### src/hw/bic_pkg.sv
// Package of constants and types for the bus idle-cycle insertion block
package bic_pkg;
    // ****************************************
    // Register map
    // ****************************************
    localparam int NUM_SPACES = 8;
    localparam logic [5:0] OFS_CTRL0 = 6'h00; // Space 0 control, spaces follow every 4 bytes
    localparam logic [5:0] OFS_STATUS = 6'h20;
    localparam logic [31:0] CTRL_RESET = 32'h36db0540;
    localparam logic [31:0] CTRL_WMASK = 32'h7fffffff; // Top bit reserved, reads zero
    // Space indices
    localparam logic [2:0] SP_0 = 3'h0;
    localparam logic [2:0] SP_2 = 3'h1;
    localparam logic [2:0] SP_3 = 3'h2;
    localparam logic [2:0] SP_4 = 3'h3;
    localparam logic [2:0] SP_5A = 3'h4;
    localparam logic [2:0] SP_5B = 3'h5;
    localparam logic [2:0] SP_6A = 3'h6;
    localparam logic [2:0] SP_6B = 3'h7;
    // ****************************************
    // Field positions
    // ****************************************
    localparam int WFI_LSB = 28; // write_follow_idle 30:28
    localparam int RWO_LSB = 25; // read_write_other_space_idle 27:25
    localparam int RWS_LSB = 22; // read_write_same_space_idle 24:22
    localparam int ST_HOLD = 0;
    localparam int ST_BUSY = 1;
    localparam int ST_VALID = 2;
    localparam int ST_DIR = 3;
    localparam int ST_SPACE_LSB = 4;
    localparam int ST_CNT_LSB = 8;
    // Idle count used when the write-follow field holds the reserved value
    localparam logic [3:0] WFI_RESERVED_CNT = 4'h1;
    // ****************************************
    // Types
    // ****************************************
    typedef enum logic [1:0] {
        BIC_READY = 2'b00,
        BIC_CALC = 2'b01,
        BIC_HOLD = 2'b10,
        BIC_BUSY = 2'b11
    } bic_state_t;
endpackage

### src/hw/bic_regmem.sv
// Eight per-space control words with two registered read ports
`timescale 1ns/1ps
module bic_regmem
    import bic_pkg::*;
(
    // Clock and reset
    input wire logic mclk,
    input wire logic nrst,
    // Write port
    input wire logic wr_en,
    input wire logic [2:0] wr_idx,
    input wire logic [31:0] wr_data,
    // Bus read port
    input wire logic [2:0] ra_idx,
    output logic [31:0] ra_q,
    // Idle lookup read port
    input wire logic [2:0] rb_idx,
    output logic [31:0] rb_q
);
    logic [31:0] mem_r [NUM_SPACES];
    logic [31:0] mem_nxt [NUM_SPACES];
    logic [31:0] ra_nxt;
    logic [31:0] rb_nxt;

    // Next contents and read data
    always_comb begin
        for (int i = 0; i < NUM_SPACES; i++) begin
            mem_nxt[i] = mem_r[i];
        end
        if (wr_en) begin
            mem_nxt[wr_idx] = wr_data & CTRL_WMASK;
        end
        ra_nxt = mem_r[ra_idx];
        rb_nxt = mem_r[rb_idx];
    end

    // Storage and output registers
    always_ff @(posedge mclk or negedge nrst) begin
        if (!nrst) begin
            for (int i = 0; i < NUM_SPACES; i++) begin
                mem_r[i] <= CTRL_RESET;
            end
            ra_q <= 32'h00000000;
            rb_q <= CTRL_RESET;
        end else begin
            for (int i = 0; i < NUM_SPACES; i++) begin
                mem_r[i] <= mem_nxt[i];
            end
            ra_q <= ra_nxt;
            rb_q <= rb_nxt;
        end
    end
endmodule

### src/hw/bic_idle.sv
// Idle-cycle insertion between external accesses, with per-space control registers
`timescale 1ns/1ps
module bic_idle
    import bic_pkg::*;
(
    // Clock and reset
    input wire logic mclk,
    input wire logic nrst,
    // Register port
    input wire logic [5:0] reg_addr,
    input wire logic [31:0] reg_wdata,
    input wire logic reg_wr,
    input wire logic reg_rd,
    output logic [31:0] reg_rdata,
    // Bus clock enable from the controller
    input wire logic bclk_en,
    // Access request from the controller
    input wire logic acc_req,
    input wire logic [2:0] acc_space,
    input wire logic acc_write,
    output logic acc_grant,
    input wire logic acc_end,
    // Bus state
    output logic bus_idle
);
    // ****************************************
    // Decode helpers
    // ****************************************
    // Idle cycle count of a three-bit field code
    function automatic logic [3:0] idle_decode(input logic [2:0] code);
        logic [3:0] n;
        n = 4'h0;
        case (code)
            3'h0: n = 4'h0;
            3'h1: n = 4'h1;
            3'h2: n = 4'h2;
            3'h3: n = 4'h4;
            3'h4: n = 4'h6;
            3'h5: n = 4'h8;
            3'h6: n = 4'ha;
            3'h7: n = 4'hc;
            default: n = 4'h0;
        endcase
        return n;
    endfunction

    // Register index of a control word address, valid flag in the top bit
    function automatic logic [3:0] ctrl_index(input logic [5:0] a);
        logic [3:0] r;
        r = {1'b0, a[4:2]};
        if (a[5] || a[1:0] != 2'h0) begin
            r = 4'h0;
        end else begin
            r[3] = 1'b1;
        end
        return r;
    endfunction

    // ****************************************
    // Register access
    // ****************************************
    logic [3:0] wr_dec;
    logic [3:0] rd_dec;
    logic [31:0] mem_q;
    logic [31:0] prev_q;
    logic [31:0] status_w;
    logic [31:0] stat_r;
    logic [31:0] stat_nxt;
    logic [1:0] rsel_r;
    logic [1:0] rsel_nxt;
    logic [2:0] look_idx;

    assign wr_dec = ctrl_index(reg_addr);
    assign rd_dec = ctrl_index(reg_addr);

    // One control word per space, read data registered inside
    bic_regmem u_mem (
        .mclk(mclk),
        .nrst(nrst),
        .wr_en(reg_wr && wr_dec[3]),
        .wr_idx(wr_dec[2:0]),
        .wr_data(reg_wdata),
        .ra_idx(rd_dec[2:0]),
        .ra_q(mem_q),
        .rb_idx(look_idx),
        .rb_q(prev_q)
    );

    // Read source select: 1 control, 2 status, 0 unmapped
    always_comb begin
        rsel_nxt = 2'h0;
        stat_nxt = stat_r;
        if (reg_rd) begin
            if (rd_dec[3]) begin
                rsel_nxt = 2'h1;
            end else if (reg_addr == OFS_STATUS) begin
                rsel_nxt = 2'h2;
                stat_nxt = status_w;
            end
        end
    end

    always_ff @(posedge mclk or negedge nrst) begin
        if (!nrst) begin
            rsel_r <= 2'h0;
            stat_r <= 32'h00000000;
        end else begin
            rsel_r <= rsel_nxt;
            stat_r <= stat_nxt;
        end
    end

    // Read data valid in the cycle after the strobe, unmapped reads zero
    always_comb begin
        case (rsel_r)
            2'h1: reg_rdata = mem_q;
            2'h2: reg_rdata = stat_r;
            default: reg_rdata = 32'h00000000;
        endcase
    end

    // ****************************************
    // Idle sequencer
    // ****************************************
    bic_state_t state_r;
    bic_state_t state_nxt;
    logic [3:0] cnt_r;
    logic [3:0] cnt_nxt;
    logic [2:0] prev_sp_r;
    logic [2:0] prev_sp_nxt;
    logic prev_wr_r;
    logic prev_wr_nxt;
    logic prev_vld_r;
    logic prev_vld_nxt;
    logic [3:0] need;
    logic [3:0] wfi_cnt;

    // Lookup always reads the previous access's space
    assign look_idx = prev_sp_r;

    // Write-followed count, reserved code treated as one cycle
    always_comb begin
        wfi_cnt = idle_decode(prev_q[WFI_LSB +: 3]);
        if (prev_q[WFI_LSB +: 3] == 3'h0) begin
            wfi_cnt = WFI_RESERVED_CNT;
        end
    end

    // Idle count for the pending access after the previous one
    always_comb begin
        need = 4'h0;
        if (prev_vld_r) begin
            if (prev_wr_r) begin
                need = wfi_cnt;
            end else if (acc_write && acc_space == prev_sp_r) begin
                need = idle_decode(prev_q[RWS_LSB +: 3]);
            end else if (acc_write) begin
                need = idle_decode(prev_q[RWO_LSB +: 3]);
            end
        end
    end

    // Next state of the sequencer
    always_comb begin
        state_nxt = state_r;
        cnt_nxt = cnt_r;
        prev_sp_nxt = prev_sp_r;
        prev_wr_nxt = prev_wr_r;
        prev_vld_nxt = prev_vld_r;
        acc_grant = 1'b0;
        case (state_r)
            BIC_READY: begin
                // Wait one cycle so the lookup reflects any fresh write
                if (acc_req) begin
                    state_nxt = BIC_CALC;
                end
            end
            BIC_CALC: begin
                if (!acc_req) begin
                    state_nxt = BIC_READY;
                end else if (need == 4'h0) begin
                    acc_grant = 1'b1;
                    prev_sp_nxt = acc_space;
                    prev_wr_nxt = acc_write;
                    prev_vld_nxt = 1'b1;
                    state_nxt = BIC_BUSY;
                end else begin
                    cnt_nxt = need;
                    state_nxt = BIC_HOLD;
                end
            end
            BIC_HOLD: begin
                // Count bus clocks with the bus held idle
                if (bclk_en) begin
                    cnt_nxt = cnt_r - 4'h1;
                    if (cnt_r == 4'h1) begin
                        state_nxt = BIC_CALC;
                        prev_vld_nxt = 1'b0;
                    end
                end
            end
            BIC_BUSY: begin
                if (acc_end) begin
                    state_nxt = BIC_READY;
                end
            end
            default: begin
                state_nxt = BIC_READY;
            end
        endcase
    end

    always_ff @(posedge mclk or negedge nrst) begin
        if (!nrst) begin
            state_r <= BIC_READY;
            cnt_r <= 4'h0;
            prev_sp_r <= SP_0;
            prev_wr_r <= 1'b0;
            prev_vld_r <= 1'b0;
        end else begin
            state_r <= state_nxt;
            cnt_r <= cnt_nxt;
            prev_sp_r <= prev_sp_nxt;
            prev_wr_r <= prev_wr_nxt;
            prev_vld_r <= prev_vld_nxt;
        end
    end

    assign bus_idle = (state_r == BIC_HOLD);

    // Status word for software
    always_comb begin
        status_w = 32'h00000000;
        status_w[ST_HOLD] = (state_r == BIC_HOLD);
        status_w[ST_BUSY] = (state_r == BIC_BUSY);
        status_w[ST_VALID] = prev_vld_r;
        status_w[ST_DIR] = prev_wr_r;
        status_w[ST_SPACE_LSB +: 3] = prev_sp_r;
        status_w[ST_CNT_LSB +: 4] = cnt_r;
    end
endmodule

### config.mk
export PLATFORM = sky130hd
export DESIGN_NAME = bic_idle
export DESIGN_NICKNAME = d
export VERILOG_FILES = /design/src/hw/bic_pkg.sv /design/src/hw/bic_regmem.sv /design/src/hw/bic_idle.sv
export SDC_FILE = /design/constraint.sdc
export NUM_CORES = 1
export LEC_CHECK = 0
export BUFFER_PORTS_ARGS = -buffer_cell sky130_fd_sc_hd__buf_4
export CAP_MARGIN = 10
export CORE_UTILIZATION = 45
export CTS_BUF_LIST = sky130_fd_sc_hd__clkbuf_16
export DETAILED_ROUTE_END_ITERATION = 16
export PLACE_DENSITY = 0.75
export SLEW_MARGIN = 20
export SYNTH_ARGS = -nofsm -noshare
export SYNTH_HDL_FRONTEND = slang
export SYNTH_SLANG_ARGS = --single-unit
### constraint.sdc
create_clock -name mclk -period 1.9 [get_ports mclk]
set_input_delay 0.38 -clock mclk [delete_from_list [all_inputs] [get_ports mclk]]
set_output_delay 0.38 -clock mclk [all_outputs]
set_load 0.02 [all_outputs]
# Word level (Yosys, flattened, before mapping)
# Memories as Yosys holds them, arrays and structs flattened.
# Cells that the tools add are included.
# W data, S select, Z words.
[word_totals]
word_cells = 94
mem_bits_ro = 96
reg_bits = 343
latchBits = 0
memories = 3
ram_bits = 0
[mem_list]
columns = ["name", "words", "word_bits", "read_ports", "rd_clocked_by_memory_dff", "write_ports", "line_no", "text"]
rows = [
  ["(no name shown)", 8, 4, 1, 0, 0, "bic_idle.sv:33", "case (code)"],
  ["(no name shown)", 8, 4, 1, 0, 0, "bic_idle.sv:33", ""],
  ["(no name shown)", 8, 4, 1, 0, 0, "bic_idle.sv:33", ""],
]
[op_classes]
eq_ne = 15
n_div = 0
multipliers = 0
n_mux = 39
n_lt_le_gt_ge = 3
shift = 0
reduce_logical = 14
n_bitwise = 2
n_addsub = 1
[ops]
columns = ["operator", "count"]
rows = [
  ["$bwmux W256", 1],
  ["$bmux W32 S3", 2],
  ["$demux W32 S3", 1],
  ["$mux W32", 3],
  ["$pmux W32 S2", 1],
  ["$mux W31", 2],
  ["$mux W4", 8],
  ["$mux W2", 8],
  ["$ne A2 B2 Y1 const B", 6],
  ["$mux W1", 9],
  ["$ge A4 B4 Y1 const B", 2],
  ["$not A3 Y4", 2],
  ["$pmux W2 S4", 1],
  ["$pmux W4 S2", 1],
  ["$reduce_and A4 Y1", 2],
  ["$eq A2 B2 Y1 const B", 3],
  ["$eq A6 B6 Y1 const B", 1],
  ["$reduce_and A3 Y1", 2],
  ["$reduce_and A5 Y1", 1],
  ["$eq A2 B1 Y1 const B", 2],
  ["$eq A4 B1 Y1 const B", 1],
  ["$logic_not A4 Y1", 1],
  ["$lt A4 B1 Y1 const B", 1],
  ["$reduce_bool A2 Y1", 2],
  ["other kinds (9)", 11],
]

# Logic depth before layout (Yosys ltp)
[depth]
depth_word = 9
ltp_mapped = 9

# Cells and area by module
# From an unflattened synthesis, not the netlist that was laid out.
[hier_totals]
cells_unflattened = 1039
hier_area_um2 = 16993.8
[modules_own_cells]
columns = ["module", "instances", "cells_per_inst", "seq_area_each_um2", "area_each_um2"]
rows = [
  ["bic_regmem", 1, 813, 7903.8, 15117.0],
  ["bic_idle", 1, 226, 600.6, 1876.8],
]

# Worst setup path after synthesis
# No wires, ideal clock.
[synth_timing]
path_kind = "reg-to-output"
startpoint = "register u_mem.rb_q[23]"
endpoint = "output port acc_grant"
setup_slack_ns = -0.298
stages_incl_launch_ff = 9
required_ns = 1.520
arrival_ns = 1.818
path_buffers = 0
cell_sequence = "dfstp_2 > inv_1 > ha_1 > and3b_1 > a41o_1 > a41oi_1 > o21a_2 > nand4b_4 > inv_1"
[synth_via]
elab_chain_cells = 8
[synth_lines]
columns = ["element", "line_no", "text"]
rows = [
  ["start, declared", "bic_regmem.sv:18", "output logic [31:0] rb_q"],
  ["start signal, assigned", "bic_regmem.sv:50", "rb_q <= rb_nxt;"],
  ["$mem_v2 Z8 W4", "n/a", ""],
  ["$mux W4", "bic_idle.sv:155", "end else if (acc_write && acc_space == prev_sp_r) begin"],
  ["$mux W4", "bic_idle.sv:153", "if (prev_wr_r) begin"],
  ["$mux W4", "bic_idle.sv:152", "if (prev_vld_r) begin"],
  ["$logic_not A4 Y1", "bic_idle.sv:181", "end else if (need == 4'h0) begin"],
  ["$mux W1", "bic_idle.sv:181", ""],
  ["$mux W1", "bic_idle.sv:179", "if (!acc_req) begin"],
  ["$mux W1", "bic_idle.sv:171", "case (state_r)"],
  ["end, declared", "bic_idle.sv:21", "output logic acc_grant,"],
]
# No other way between the ends.

# Worst setup path in the final report
# Same ends and word-level chain as after synthesis.

==> results.yml <==
power:
  leakage_nw: 7.88
  power_switching_mw: 4.95
  intPower_mw: 13.0
  p_seq_share_pct: 45.3
  power_density_mw_per_mm2: 1020
  comb_power_share_pct: 20.1
  vdd_drop_max_v: 0.000808
  p_sw_share_pct: 27.6
  power.share.clock_pct: 34.6
placed_design:
  portBuffers: 80
  dp_hpwl_mm: 20.5
  pre_cts_slack_ps: -385
  place.gp.congestion: 0.848
floorplan:
  core_mm2: 0.0310
  die_area_mm2: 0.0326
  die_h_um: 180
  rows: 64
  initial_utilization_pct: 46.2
  chipWidth_um: 180
  pin_count: 83
timing:
  fin_crit_sh_pct: 137
  rsz0062_at_grt: "yes"
  finalSetupViolCount: 41
  final_hold_viol_count: 0
  whs_ps: 97.1
  fmax_ghz: 0.383
  fin_skew_ps: 16.8
  period_minus_slack_ps: 2610
  setup_tns_ps: -14600
  fin_ws_ps: -711
  slew_viol_final: 0
status:
  failed_checks: "negative setup slack"
  outcome: "finished with violations"
routing:
  route.detailed.drc: 0
  ant_nets: 0
  first_pass_iters: 5
  wire_per_inst_um: 22.5
  num_vias: 9572
  initialDrtViolationCount: 586
  drt_wl_total_mm: 36.5
  via_per_inst: 5.90
hold_path:
  holdPathStages: 2
  hold_path_class: "input port to flip-flop"
clock_network:
  clk_pin_slew_ps: 60
  cts_root_buffer: "clkbuf_16"
  clkLatencyLatePin_ps: 510
  clock_sinks: 312
  cts_tree: "done"
  cts_max_level: 2
  cts_made_buffers: 34
  clockBufferDepth: 3
setup_path:
  worst_path_dominant_cell_family: "compound AO/OA/AOI/OAI gates"
  cp.required_ps: 1520
  cp_data_arrival_time_ps: 2230
  critical_path.max_fanout: 2
  worst_setup_path_start_kind: "flip-flop"
  cpPeakStageDelay_ps: 530
  worst-path-buf-inv: 3
  crit_type: "flip-flop to output pin"
  slowest_stage: "dfstp_2"
  cp.depth: 9
  crit_chain: "inv_2 > ha_4 > and3b_1 > a41o_1 > a41oi_2 > o21a_2 > nand4b_4 > inv_4 > buf_6"
  crit_path_end_kind: "output pin"
  reg2reg_depth: 11
layout:
  seqCellArea_mm2: 0.00795
  nFillCells: 2422
  multiInputGateArea_mm2: 0.00636
  nets: 1261
  area_growth_pct: 23.1
  layout-drive-gt1-share_pct: 53.5
  diodes: 0
synth:
  syn_inst: 1069
  synth_flop_cell: "dfrtp_1"
  ys.warnings.count: 0
  yosysSeqAreaShare_pct: 55.5
  synth_cell_types: 46
  synth.avg_cell_area_um2: 13.4
  synth_area_mm2: 0.0143
  synth-seq-cells: 312
  synth_edf_count: 0
  synthArstFlopShare_pct: 100
  postSynthNetCount: 1130
global_route:
  grt_pass1_wl_mm: 57.8
  grt_max_degree: 51
  track_usage_pct: 22.9
  gr-total-overflow: 0
  grt_pass1_vias: 10100
  antenna_found_initial: 0
job:
  cap_violations: 0
## routing by layer
layer | up-vias | wire length [µm] | GRT usage (%)
met1 | 4999 | 15100 | 29.4
li1 | 4210 | - | -
met4 | 0 | 1050 | 7.79
met2 | 290 | 18300 | 39.2
met5 | - | 0 | 0
met3 | 73 | 2000 | 3.72
## placed cells by master (no fill, tap or decap), drive strengths merged, types with 3 or more instances in the layout
cell and n:
inv 22, o21ai 14, xnor2 3, nand2 106, mux4 18, nor2 14
nand3 8, o211ai 3, and3b 3, clkinv 15, ha 12, a221oi 32
a22o 11, buf 160, dfrtp 202, dfstp 110, nor2b 6, and2 23
nand2b 3, clkbuf 35, a41o 3, a21oi 34, a31oi 3, nor3 5
o221ai 31, mux2i 67, mux2 262
## cell usage after synthesis (2+ instances only)
cell type | count | area (µm²)
mux2_2 | 259 | 2920
dfrtp_1 | 202 | 5050
dfstp_2 | 110 | 2890
nand2_1 | 106 | 398
mux2i_1 | 67 | 671
clkbuf_1 | 39 | 146
a21oi_1 | 34 | 170
a221oi_1 | 32 | 280
o221ai_1 | 31 | 272
and2_1 | 23 | 144
mux4_2 | 18 | 405
buf_1 | 16 | 60.1
nor2_1 | 14 | 52.6
o21ai_0 | 14 | 70.1
inv_1 | 13 | 48.8
ha_1 | 12 | 150
a22o_1 | 11 | 96.3
buf_2 | 9 | 45.0
nand3_1 | 8 | 40.0
nor2b_1 | 6 | 37.5
a31oi_1 | 3 | 18.8
a41o_1 | 3 | 30.0
and3b_1 | 3 | 26.3
mux2_1 | 3 | 33.8
nand2b_1 | 3 | 18.8
nor3_1 | 3 | 15.0
xnor2_1 | 3 | 26.3
a41oi_1 | 2 | 17.5
and3_1 | 2 | 12.5
buf_4 | 2 | 15.0
o211ai_1 | 2 | 15.0
or2_2 | 2 | 12.5
## final cells by class
type                            instances  area share [%]
Inverter                               13           0.291
Tap cell                              396            2.81
Clock inverter                         26           0.922
Multi-Input combinational cell        678            36.1
Timing Repair Buffer                  161            9.89
Sequential cell                       312            45.1
Clock buffer                           35            4.97
## power by group through the flow
| stage | Combinational (mW) | Sequential [mW] | Clock [mW] |
|---|---|---|---|
| floorplan | 2.02 | 8.01 | 0 |
| global placement | 3.05 | 8.12 | 0 |
| detailed placement | 3.14 | 8.16 | 0 |
| finish | 3.60 | 8.11 | 6.20 |
| CTS | 3.37 | 8.08 | 6.31 |
| global route | 3.89 | 8.19 | 6.60 |
## kinds of logic after synthesis
logic type                 count (synthesis)  share of synthesized area (%)
AOI/OAI and AO/OA                        138                           7.13
muxes                                    347                           28.1
DFF                                      312                           55.5
other                                      1                         0.0262
buffers and inverters                     79                           2.20
and+or+nand+nor                          177                           5.84
adders and majority gates                 12                           1.05
xor gates and xnor gates                   3                          0.183
## path summary, 6_finish.rpt
kind / start / to / slack (ps)
setup / recovery: u_mem.rb_q[23] / acc_grant / -710
hold / removal: reg_rd / rsel_r[0] / 100
setup reg to reg: u_mem.rb_q[23] / look_idx[1] / -430
hold reg to reg: stat_r[5] / stat_r[5] / 500
max in group asynchronous: nrst / u_mem.mem_r[230] / 770
min in group asynchronous: nrst / u_mem.ra_q[29] / 400
## state kept, by name, indices dropped and copies added (netlist names), 2 cells and up
signal,flops
rsel_r,2
state_r,2
u_mem.mem_r,248
u_mem.ra_q,31
u_mem.rb_q,9
look_idx,3
cnt_r,4
stat_r,11
## worst register-to-register path, stage by stage, from the launching register on
cell and delay (ps):
dfstp_2 530, inv_2 50, ha_4 140, and3b_1 150, a41o_1 190, a41oi_2 190
o21a_2 180, nand4b_4 120, buf_4 160, buf_6 130, buf_4 130, mux2_2 260
## stage by stage
step	cells	utilization [%]	area, µm²	power [mW]
CTS	1620	56.6	17500	17.8
finish	1621	56.9	17600	17.9
detailed placement	1548	51.8	16000	11.3
floorplan	1069	-	14300	10.0
global placement	1548	51.8	16000	11.2
global route	1621	56.9	17600	18.7
## repair_timing
item | 4_1_cts | 5_1_grt
cloned | 4 | 0
setup endpoints to repair | 42 | 43
endpoints found under the hold margin | 14 | 0
buffers inserted | 6 | 10
resized for setup | 82 | 15
pin swaps | 29 | 9
hold buffers | 1 | 0
Power figures use the tool's default switching activity.
